### config.mk
export PLATFORM = sky130hd
export DESIGN_NAME = sdf_decim_host
export DESIGN_NICKNAME = d
export VERILOG_FILES = /design/src/inc/sdf_pkg.sv /design/src/rtl/sdf_word_mem.sv /design/src/rtl/sdf_decim_host.sv
export VERILOG_INCLUDE_DIRS = /design/src /design/src/inc
export SDC_FILE = /design/constraint.sdc
export NUM_CORES = 2
export LEC_CHECK = 0
export ABC_AREA = 1
export BUFFER_PORTS_ARGS = -buffer_cell sky130_fd_sc_hd__buf_2
export CAP_MARGIN = 10
export CORE_ASPECT_RATIO = 0.9
export CORE_MARGIN = 3
export CORE_UTILIZATION = 36
export DETAILED_ROUTE_END_ITERATION = 12
export GPL_ROUTABILITY_DRIVEN = 0
export PLACE_DENSITY = 0.57
export RECOVER_POWER = 25
export SLEW_MARGIN = 40
export SYNTH_ARGS = -nofsm -noshare
export SYNTH_HDL_FRONTEND = slang
export SYNTH_SLANG_ARGS = --single-unit
### constraint.sdc
create_clock -name clk_sys -period 15.45 [get_ports clk_sys]
set_input_delay 1.545 -clock clk_sys [delete_from_list [all_inputs] [get_ports clk_sys]]
set_output_delay 1.545 -clock clk_sys [all_outputs]
set_load 0.1 [all_outputs]
### src/inc/sdf_map.svh
// clock rate, ratios, widths and timing counts of the decimation filter
`ifndef SDF_MAP_SVH
`define SDF_MAP_SVH
`define SDF_CLK_SYS_HZ       20000000
`define SDF_POWERUP_WAIT_US  600
`define SDF_POWERUP_CYCLES   ((`SDF_POWERUP_WAIT_US * (`SDF_CLK_SYS_HZ / 1000000)))
`define SDF_OSR_DEFAULT      256
`define SDF_OSR_MIN          16
`define SDF_OUT_WIDTH        16
`define SDF_CHANNELS         4
`define SDF_SINC3_SETTLE     3
`define SDF_SINC2_SETTLE     2
`define SDF_FAST_SETTLE      4
`define SDF_EXT_HALF_CYC     2
`endif

### src/inc/sdf_pkg.sv
// types of the decimation filter
package sdf_pkg;
  typedef enum logic [1:0] {
    SDF_MODE_SINC3,
    SDF_MODE_SINC2,
    SDF_MODE_FAST
  } sdf_mode_t;
  typedef enum logic [1:0] {
    SDF_ST_POWERUP,
    SDF_ST_SETTLE,
    SDF_ST_RUN
  } sdf_state_t;
endpackage

### src/rtl/sdf_word_mem.sv
// small memory holding the previous decimated words for the fast mode
`timescale 1ns/1ps
module sdf_word_mem #(
  parameter int WIDTH = 32,
  parameter int DEPTH = 8,
  parameter int AW    = 3
) (
  input  wire logic             clk_sys,
  input  wire logic             wr_en,
  input  wire logic [AW-1:0]    wr_addr,
  input  wire logic [WIDTH-1:0] wr_data,
  input  wire logic [AW-1:0]    rd_addr,
  output logic      [WIDTH-1:0] rd_data
);
  logic [WIDTH-1:0] mem_reg [DEPTH];
  always_ff @(posedge clk_sys) begin
    if (wr_en) begin
      mem_reg[wr_addr] <= wr_data;
    end
    rd_data <= mem_reg[rd_addr];
  end
endmodule // sdf_word_mem

### src/rtl/sdf_decim_host.sv
// four-channel sinc decimation filter receiving modulator bitstreams
`timescale 1ns/1ps
`include "sdf_map.svh"
// Notes on behaviour
// - sinc3 filter turns bitstream into word
// - ratio supports 16 to 256
// - 16-bit word at ratio 256
// - one word per ratio modulator clocks
// - minus 3 dB at quarter data rate
// - sinc3 settles three, sinc2 two clocks
// - data clock is modulator clock over ratio
// - fast mode: sinc2 times (1+z^-2R)
// - cascade low-ratio sinc3 then second stage (not built: a single sinc stage per mode)
// - fast low-order path for overcurrent
// - external clock held static on internal osc
// - wait 600 us before using outputs
module sdf_decim_host import sdf_pkg::*; #(
  parameter int OVERSAMPLING_RATIO        = `SDF_OSR_DEFAULT,
  parameter int OUT_W      = `SDF_OUT_WIDTH,
  parameter int NCH        = `SDF_CHANNELS,
  parameter int WAIT_CYC   = `SDF_POWERUP_CYCLES,
  parameter int ACC_W      = 3 * $clog2(OVERSAMPLING_RATIO) + 1
) (
  input  wire logic               clk_sys,
  input  wire logic               rst_b,
  input  wire logic               modulator_clock_out,
  input  wire logic [NCH-1:0]     channel_bitstream_out,
  input  wire logic               use_internal_osc,
  input  wire sdf_mode_t          filter_mode,
  output logic                    clock_source_select,
  output logic                    external_clock_input,
  output logic                    external_clock_input_oe,
  output logic [NCH*OUT_W-1:0]    data_word,
  output logic                    data_valid,
  output logic                    data_settled,
  output logic                    powerup_done
);
  localparam int CW = $clog2(OVERSAMPLING_RATIO);
  localparam int CHW = $clog2(NCH);
  localparam int WC_W = $clog2(WAIT_CYC + 1);
  // full scale of sinc3 is OVERSAMPLING_RATIO^3, needs ACC_W bits; words keep top OUT_W
  localparam int SHIFT = (ACC_W > OUT_W) ? ACC_W - OUT_W : 0;

  // clock select strap; external clock held static only on the internal oscillator
  logic osc_sel_reg;
  always_ff @(posedge clk_sys or negedge rst_b) begin
    if (!rst_b) osc_sel_reg <= 1'b1;
    else        osc_sel_reg <= use_internal_osc;
  end
  // divided clock for the external input, parked low on the internal oscillator
  localparam int EXT_HALF = `SDF_EXT_HALF_CYC;
  localparam int EDW      = $clog2(EXT_HALF + 1);
  logic [EDW-1:0] ext_div_reg;
  logic           ext_clk_reg;
  wire            ext_half_done = (ext_div_reg == EDW'(EXT_HALF - 1));
  always_ff @(posedge clk_sys or negedge rst_b) begin
    if (!rst_b) begin
      ext_div_reg <= '0;
      ext_clk_reg <= 1'b0;
    end else if (use_internal_osc) begin
      ext_div_reg <= '0;
      ext_clk_reg <= 1'b0;
    end else if (ext_half_done) begin
      ext_div_reg <= '0;
      ext_clk_reg <= ~ext_clk_reg;
    end else begin
      ext_div_reg <= ext_div_reg + 1'b1;
    end
  end
  assign clock_source_select     = osc_sel_reg;
  assign external_clock_input    = ext_clk_reg;
  assign external_clock_input_oe = 1'b1;

  // power-up wait before trusting the modulator
  sdf_state_t       state_reg, state_next;
  logic [WC_W-1:0]  wait_cnt_reg;
  wire              wait_over = (wait_cnt_reg == WC_W'(WAIT_CYC - 1));
  always_ff @(posedge clk_sys or negedge rst_b) begin
    if (!rst_b) wait_cnt_reg <= '0;
    else if (state_reg == SDF_ST_POWERUP && !wait_over) wait_cnt_reg <= wait_cnt_reg + 1'b1;
  end
  assign powerup_done = (state_reg != SDF_ST_POWERUP);

  // synchronisers for link clock and bitstreams
  logic           mclk_s1_reg, mclk_s2_reg, mclk_s3_reg;
  logic [NCH-1:0] bit_s1_reg, bit_s2_reg;
  always_ff @(posedge clk_sys or negedge rst_b) begin
    if (!rst_b) begin
      mclk_s1_reg <= 1'b0;
      mclk_s2_reg <= 1'b0;
      mclk_s3_reg <= 1'b0;
      bit_s1_reg  <= '0;
      bit_s2_reg  <= '0;
    end else begin
      mclk_s1_reg <= modulator_clock_out;
      mclk_s2_reg <= mclk_s1_reg;
      mclk_s3_reg <= mclk_s2_reg;
      bit_s1_reg  <= channel_bitstream_out;
      bit_s2_reg  <= bit_s1_reg;
    end
  end
  // one sample per modulator clock, on its rising edge
  wire mod_tick = mclk_s2_reg & ~mclk_s3_reg & powerup_done;

  // data clock: modulator clock divided by ratio
  logic [CW-1:0] dec_cnt_reg;
  wire           dec_tick = mod_tick && (dec_cnt_reg == CW'(OVERSAMPLING_RATIO - 1));
  always_ff @(posedge clk_sys or negedge rst_b) begin
    if (!rst_b)        dec_cnt_reg <= '0;
    else if (dec_tick) dec_cnt_reg <= '0;
    else if (mod_tick) dec_cnt_reg <= dec_cnt_reg + 1'b1;
  end

  // integrators and differentiators, modular width
  logic [ACC_W-1:0] int1_reg [NCH];
  logic [ACC_W-1:0] int2_reg [NCH];
  logic [ACC_W-1:0] int3_reg [NCH];
  logic [ACC_W-1:0] d1_reg   [NCH];
  logic [ACC_W-1:0] d2_reg   [NCH];
  logic [ACC_W-1:0] d3_reg   [NCH];
  logic [ACC_W-1:0] comb1    [NCH];
  logic [ACC_W-1:0] comb2    [NCH];
  logic [ACC_W-1:0] comb3    [NCH];
  logic [ACC_W-1:0] sinc2_in [NCH];

  genvar g;
  generate
    for (g = 0; g < NCH; g++) begin : g_ch
      always_ff @(posedge clk_sys or negedge rst_b) begin
        if (!rst_b) begin
          int1_reg[g] <= '0;
          int2_reg[g] <= '0;
          int3_reg[g] <= '0;
        end else if (mod_tick) begin
          int1_reg[g] <= int1_reg[g] + ACC_W'(bit_s2_reg[g]);
          int2_reg[g] <= int2_reg[g] + int1_reg[g];
          int3_reg[g] <= int3_reg[g] + int2_reg[g];
        end
      end
      // sinc2 uses second integrator, sinc3 the third
      assign sinc2_in[g] = (filter_mode == SDF_MODE_SINC3) ? int3_reg[g] : int2_reg[g];
      assign comb1[g] = sinc2_in[g] - d1_reg[g];
      assign comb2[g] = comb1[g] - d2_reg[g];
      assign comb3[g] = comb2[g] - d3_reg[g];
      always_ff @(posedge clk_sys or negedge rst_b) begin
        if (!rst_b) begin
          d1_reg[g] <= '0;
          d2_reg[g] <= '0;
          d3_reg[g] <= '0;
        end else if (dec_tick) begin
          d1_reg[g] <= sinc2_in[g];
          d2_reg[g] <= comb1[g];
          d3_reg[g] <= comb2[g];
        end
      end
    end
  endgenerate

  // sinc output before fast-mode sum
  function automatic logic [ACC_W-1:0] stage_out(input sdf_mode_t m,
                                                 input logic [ACC_W-1:0] c2,
                                                 input logic [ACC_W-1:0] c3);
    stage_out = (m == SDF_MODE_SINC3) ? c3 : c2;
  endfunction

  // fast mode keeps two words per channel and adds the one from two data clocks back
  localparam int MAW = $clog2(NCH * 2);
  logic [0:0]        slot_reg;
  logic [CHW-1:0]    ch_reg;
  logic [ACC_W-1:0]  hist_rd;
  logic              scan_reg;
  logic [ACC_W-1:0]  cur_word [NCH];
  logic [ACC_W-1:0]  cur_hold_reg [NCH];
  generate
    for (g = 0; g < NCH; g++) begin : g_out
      assign cur_word[g] = stage_out(filter_mode, comb2[g], comb3[g]);
      always_ff @(posedge clk_sys or negedge rst_b) begin
        if (!rst_b)        cur_hold_reg[g] <= '0;
        else if (dec_tick) cur_hold_reg[g] <= cur_word[g];
      end
    end
  endgenerate

  // history slot read one cycle ahead of its use, written after
  wire [MAW-1:0] hist_addr = MAW'({ch_reg, slot_reg});
  logic scan_d_reg;
  logic [CHW-1:0] ch_d_reg;
  sdf_word_mem #(
    .WIDTH (ACC_W),
    .DEPTH (NCH * 2),
    .AW    (MAW)
  ) i_sdf_word_mem (
    .clk_sys (clk_sys),
    .wr_en   (scan_d_reg),
    .wr_addr (MAW'({ch_d_reg, slot_reg})),
    .wr_data (cur_hold_reg[ch_d_reg]),
    .rd_addr (hist_addr),
    .rd_data (hist_rd)
  );

  // scan the channels after each data clock, then emit the word
  wire scan_last = scan_d_reg && (ch_d_reg == CHW'(NCH - 1));
  wire scan_end  = scan_reg && (ch_reg == CHW'(NCH - 1));
  always_ff @(posedge clk_sys or negedge rst_b) begin
    if (!rst_b) begin
      scan_d_reg <= 1'b0;
      ch_d_reg   <= '0;
    end else begin
      scan_d_reg <= scan_reg;
      ch_d_reg   <= ch_reg;
    end
  end
  always_ff @(posedge clk_sys or negedge rst_b) begin
    if (!rst_b) begin
      scan_reg <= 1'b0;
      ch_reg   <= '0;
    end else if (dec_tick) begin
      scan_reg <= 1'b1;
      ch_reg   <= '0;
    end else if (scan_end) begin
      scan_reg <= 1'b0;
    end else if (scan_reg) begin
      ch_reg <= ch_reg + 1'b1;
    end
  end
  // slot flips after the last channel is written, so reads see two clocks back
  always_ff @(posedge clk_sys or negedge rst_b) begin
    if (!rst_b)         slot_reg <= '0;
    else if (scan_last) slot_reg <= ~slot_reg;
  end

  // (1 + z^-2R) sum, scaled to the output word
  wire [ACC_W-1:0] fast_sum = cur_hold_reg[ch_d_reg] + hist_rd;
  wire [ACC_W-1:0] sel_word = (filter_mode == SDF_MODE_FAST) ? fast_sum
                                                             : cur_hold_reg[ch_d_reg];
  wire [OUT_W-1:0] scaled   = OUT_W'(sel_word >> SHIFT);

  // settling: count data clocks since start or mode change
  sdf_mode_t  mode_reg;
  logic [2:0] settle_cnt_reg;
  wire  [2:0] settle_need = (filter_mode == SDF_MODE_SINC3) ? 3'(`SDF_SINC3_SETTLE) :
                            (filter_mode == SDF_MODE_SINC2) ? 3'(`SDF_SINC2_SETTLE) :
                                                              3'(`SDF_FAST_SETTLE);
  wire        mode_chg = (mode_reg != filter_mode);
  always_ff @(posedge clk_sys or negedge rst_b) begin
    if (!rst_b) begin
      mode_reg       <= SDF_MODE_SINC3;
      settle_cnt_reg <= '0;
    end else begin
      mode_reg <= filter_mode;
      if (mode_chg) settle_cnt_reg <= '0;
      else if (dec_tick && settle_cnt_reg != settle_need) settle_cnt_reg <= settle_cnt_reg + 1'b1;
    end
  end

  always_comb begin
    state_next = state_reg;
    unique case (state_reg)
      SDF_ST_POWERUP: if (wait_over) state_next = SDF_ST_SETTLE;
      SDF_ST_SETTLE:  if (settle_cnt_reg == settle_need && !mode_chg) state_next = SDF_ST_RUN;
      SDF_ST_RUN:     if (mode_chg) state_next = SDF_ST_SETTLE;
      default:        state_next = SDF_ST_POWERUP;
    endcase
  end
  always_ff @(posedge clk_sys or negedge rst_b) begin
    if (!rst_b) state_reg <= SDF_ST_POWERUP;
    else        state_reg <= state_next;
  end
  assign data_settled = (state_reg == SDF_ST_RUN);

  // output words and valid pulse once per data clock
  always_ff @(posedge clk_sys or negedge rst_b) begin
    if (!rst_b) begin
      data_word  <= '0;
      data_valid <= 1'b0;
    end else begin
      data_valid <= scan_last;
      if (scan_d_reg) data_word[ch_d_reg*OUT_W +: OUT_W] <= scaled;
    end
  end
endmodule // sdf_decim_host

# Word-level counts from Yosys, hierarchy flattened
# Memories as Yosys holds them, arrays and structs flattened. A register that Yosys moved wholly into a read port is not among the register bits.
# Cells that the tools add are included.
[totals] regBits=816 ram_bits=200 out_inout_bits=70 wordCells=157 memories=1
[mem_list] name="i_sdf_word_mem.mem_reg" words=8 word_bits=25 read_ports=1 rd_ports_with_merged_regs=1 write_ports=1 line_no="sdf_word_mem.sv:15" text="logic [WIDTH-1:0] mem_reg [DEPTH];"
[op_classes] addsub=31 magnitude_cmp=1 n_eq_ne=16 shift=2 n_mux=34 bitwise=6 reduce_logical=18
[op_table] cell="subtractor 25 bit" n=12
[op_table] cell="2-to-1 mux 25 bit" n=11
[op_table] cell="adder 25 bit" n=9
[op_table] cell="adder 25 x 1 -> 25 bit" n=4
[op_table] cell="bitwise mux 64 bit" n=1
[op_table] cell="variable shift 16 x 34 -> 64 bit, first input constant" n=1
[op_table] cell="variable part select 16 x 34 -> 64 bit" n=1
[op_table] cell="binary-select mux 25 bit (select 2 bit)" n=1
[op_table] cell="negation 6 -> 34 bit" n=1
[op_table] cell="2-to-1 mux 2 bit" n=8
[op_table] cell="2-to-1 mux 8 bit" n=2
[op_table] cell="adder 14 x 1 -> 14 bit, second input constant" n=1
[op_table] cell="equality test 14 bit, second input constant" n=1
[op_table] cell="2-to-1 mux 3 bit" n=4
[op_table] cell="nonzero test 2 bit" n=6
[op_table] cell="adder 8 x 1 -> 8 bit, second input constant" n=1
[op_table] cell="equality test 2 bit, second input constant" n=4
[op_table] cell="equality test 8 bit, second input constant" n=1
[op_table] cell="equality test 2 x 1 -> 1 bit, second input constant" n=3
[op_table] cell="logical AND 1 bit" n=6
[op_table] cell="2-to-1 mux 1 bit" n=6
[op_table] cell="inequality test 2 bit, second input constant" n=3
[op_table] cell="one-hot mux 2 bit (3 select lines)" n=1
[op_table] cell="adder 2 x 1 -> 2 bit, second input constant" n=2
[op_table] cell="13 further kinds" n=18

# Depth between registers and ports, before layout
[logic_depth] word_depth=8 ltp_mapped=41 ltp_nobuf=39

# By module
# From an unflattened synthesis, not the netlist that was laid out.
[hier_totals] hier_cells=9491 hier_area_um2=70824.2
[modules_own_cells] mod="sdf_decim_host" n_inst=1 cells_per_inst=8584 area_each_um2=61561.5 seq_area_each_um2=20420.8
[modules_own_cells] mod="sdf_word_mem" n_inst=1 cells_per_inst=907 area_each_um2=9262.6 seq_area_each_um2=6506.2

# Least setup slack after synthesis
# Ideal clock, no wire load.
[synth_path] path_type="input to register" startpoint="in filter_mode[0]" endpoint="reg cur_hold_reg[73] (netlist bit)" t_arrival_ps=6691 setup_slack_ps=8682 cell_stages=33 n_path_buf=3 cell_sequence="nor2_2 > buf_2 > clkbuf_1 > clkbuf_1 > nand2_1 > nand2_1 > ha_1 > a21oi_1 > nand2_1 > a21oi_1 > o21ai_1 > a21boi_0 > o21bai_1 > a21oi_1 > nand2_1 > and2_1 > ha_1 > a21oi_1 > inv_1 > a31oi_1 > o21ai_0 > a21oi_1 > nand3_1 > and2_1 > ha_1 > inv_1 > nor3_1 > nor3b_1 > nand3_1 > nand3_1 > or2_2 > nand3_1 > a21oi_1"
[synth_rtl] item="start: declaration" line_no="sdf_decim_host.sv:29" text="input wire sdf_mode_t filter_mode,"
[synth_rtl] item="end signal: indexed assignment" line_no="sdf_decim_host.sv:179" text="else if (dec_tick) cur_hold_reg[g] <= cur_word[g];"
[synth_rtl] item="end: declaration" line_no="sdf_decim_host.sv:173" text="logic [ACC_W-1:0] cur_hold_reg [NCH];"

==> impl_metrics.csv <==
group,metric,value,unit
global_route,grt_max_degree,149,
clocking,cts_tree,"done",
yosys,yosysWarnings,0,
clocking,cts_hold_buf,0,
sta,fmax,109,MHz
clocking,cts_made_buffers,130,
yosys,yosys.area.top_type,"dfrtp_1",
yosys,mappedNetlistArea,69600,um2
sta,timing.final.crit_share,0.595,
route,first_pass_iters,6,
global_route,grt_use_total,0.189,
setup_path,required,16.32,ns
floorplan,die_width,469,um
setup_path,crit_fanout,90,
yosys,yosysUniqueCellTypes,64,
pwr,leakage,38.1,nW
global_route,grt_pass1_wl,310000,um
route,drt_iter0_markers,4904,
sta,max_slew_margin,-2.33,
clocking,htreeDepth,4,
placement,place_hpwl,139000,um
yosys,async_reset_ff_frac,0.784,
setup_path,cp-end-kind,"async pin",
clocking,cts.reportedPaths.clkPinSlew,0.06,ns
final_layout,fillerInstances,19400,
sta,finalWorstSetupSlack,6.26,ns
sta,final_max_slew_viol_count,732,
status,status,"finished, violations left",
final_layout,drive_above_1_share,0.0464,
floorplan,start_util,0.363,
sta,hold_viol,0,
global_route,overflow,0,
setup_path,crit_path_cell_trace,"clkbuf_1, clkbuf_1, clkbuf_1, buf_12, buf_16, buf_6",
route,drt_wl_total,189000,um
clocking,cts_setup_buffers,0,
sta,worst_pin_slew,4.99,ns
setup_path,cp.arrival,10.06,ns
sta,setup_viol,0,
run,cap_violations,12,
route,vias,60700,
final_layout,multiInputGateArea,37800,um2
floorplan,io_pins,80,
final_layout,seq_area,26900,um2
route,drtAntennaViolNets,0,
clocking,cts.sinks,1041,
route,routed_via_density,5.13,
setup_path,r2r-start,"ch_d_reg[0]$_DFF_PN0_",
clocking,cts_root_buf,"clkbuf_16",
clocking,clk-insertion-delay-late,0.79,ns
status,violations,"capacitance limit, slew limit",
setup_path,timing.critical_path.max_delay_family,"buffers and inverters",
pwr,p_per_area,92.8,nW/um2
sta,skew,0.0595,ns
worst_hold_path,hold_path_startpoint,"bit_s1_reg[2]$_DFF_PN0_",
clocking,cts_resized,0,
clocking,cts_buffer_depth,3,
final_layout,largest_register_ff_count,200,
final_layout,syn2layout_area_growth,10.6,%
sta,fin_tns_setup,0,ns
yosys,avgSynthCellArea,7.59,um2
final_layout,layout_commonest_cell,"nand2_1",
final_layout,layout_common_cells,"nand2_1 (2368), inv_1 (1010), o21ai_0 (903), dfrtp_1 (813), nor2_1 (737)",
yosys,syn_nets,9725,
setup_path,crit_path_top_delay_cell,"clkbuf_1",
placement,pre_cts_ws,6.50,ns
sta,rsz0062_at_grt,"false",
setup_path,worst_setup_path_start_kind,"primary input",
floorplan,fp.dieArea,199000,um2
sta,final.min_clock_period,9.19,ns
yosys,yosysSeqAreaShare,0.387,
setup_path,cp_num_buf_inv,6,
setup_path,cp-startpoint,"rst_b",
pwr,ir_worst_vdd,0.107,mV
yosys,ys_ff_latch,1041,
floorplan,rows,152,
final_layout,fin_nets,9744,
worst_hold_path,hold_path.class,"reg -> reg",
floorplan,core-area,192000,um2
yosys,yosys-top-cells-area,"dfrtp_1 (29%), nand2_1 (13%), ha_1 (9.3%)",
yosys,synth_edf_count,200,
setup_path,path_class,"in -> async",
global_route,grt_pass1_vias,58300,
yosys,synthFlopType,"dfrtp_1",
route,routedWlPerCell,16.0,um
setup_path,path_common_cell,"clkbuf_1",
route,drc,0,
floorplan,die_h,423,um
yosys,yosys.area.top_type_share,0.293,
global_route,antenna_found_initial,5,
yosys,syn-instance-count,9175,
placement,port_buffers,78,
setup_path,cpPeakStageDelay,3.61,ns
==> where the power goes <==
group	switching, W	internal (W)
Clock	0.00127	0.00183
Combinational	0.000700	0.000366
Sequential	0.000101	0.00288
Total	0.00207	0.00508
==> metal layers <==
layer  global-route usage  vias up  wire length, um
li1                     -    30600                -
met1                0.269    28400            92300
met2                0.296     1409            82500
met3               0.0270      273             9660
met4               0.0545        2             4990
met5                    0        -               13
==> kinds of logic (layout without fill, tap and decap cells) <==
kind of cell | after synthesis | after routing | share of synthesized area
AO/OA/AOI/OAI | 1938 | 1938 | 0.154
XOR/XNOR | 392 | 392 | 0.0493
adder cells (fa/ha/maj) | 540 | 540 | 0.0992
buffers and inverters | 1272 | 1390 | 0.0703
flip-flops | 1041 | 1041 | 0.387
multiplexers | 5 | 5 | 0.000737
other | 1 | 2 | 0.0000539
AND/OR/NAND/NOR | 3986 | 3986 | 0.240
==> cells in the mapped netlist, drive strengths merged, types with 3 or more instances <==
cell type     n
and2         28
a31o          7
a221oi        8
o21a         18
buf          79
nor3b         7
inv        1019
a21oi       553
a311oi        5
xnor2       143
or2          41
fa           20
a211oi       20
o21bai       65
o211ai       18
and3          3
clkbuf      173
mux2i         4
nor4         45
a21o         77
o31ai        13
a31oi       105
nor2        760
nand2      2371
edfxtp      200
nor3        110
nand4       121
nand3       461
o21ai       943
dfrtp       815
ha          520
a2111oi       6
o22ai        38
dfxtp        25
a21boi       54
a22oi         4
nand3b       39
xor2        249
==> per-stage QoR <==
step	cell area [um2]	std cells	hold slack (ns)	total power, W	util
after floorplan	69600	9175	0.331	0.00379	-
after global placement	72600	11600	0.341	0.00408	0.379
after detailed placement	72700	11600	0.340	0.00411	0.380
after CTS	77100	11800	0.353	0.00726	0.402
after global routing	77000	11800	0.360	0.00752	0.402
final	77000	11800	0.350	0.00715	0.402
==> path summary, 6_finish.rpt <==
path,to,slack (ns),cells after the start
max in group clk_sys,cur_hold_reg[48]$_DFFE_PN0P_,7.37,39
worst max-delay path,int1_reg[97]$_DFFE_PN0P_,6.26,6
min in group asynchronous,int1_reg[30]$_DFFE_PN0P_,1.32,1
worst min-delay path,bit_s2_reg[2]$_DFF_PN0_,0.35,0
worst max register to register,data_word[48]$_DFFE_PN0P_,8.90,15
worst min register to register,bit_s2_reg[2]$_DFF_PN0_,0.35,0
==> final cells by class <==
cell class / count / area share
multi-input cells: 6862 / 0.491
clock buffers: 180 / 0.0481
flip-flops and latches: 1041 / 0.350
repair buffers: 139 / 0.0119
diodes: 1 / 0.0000325
inverters: 1020 / 0.0498
clock inverters: 51 / 0.00830
well taps: 2541 / 0.0413
(Power assumes the default switching activity.)
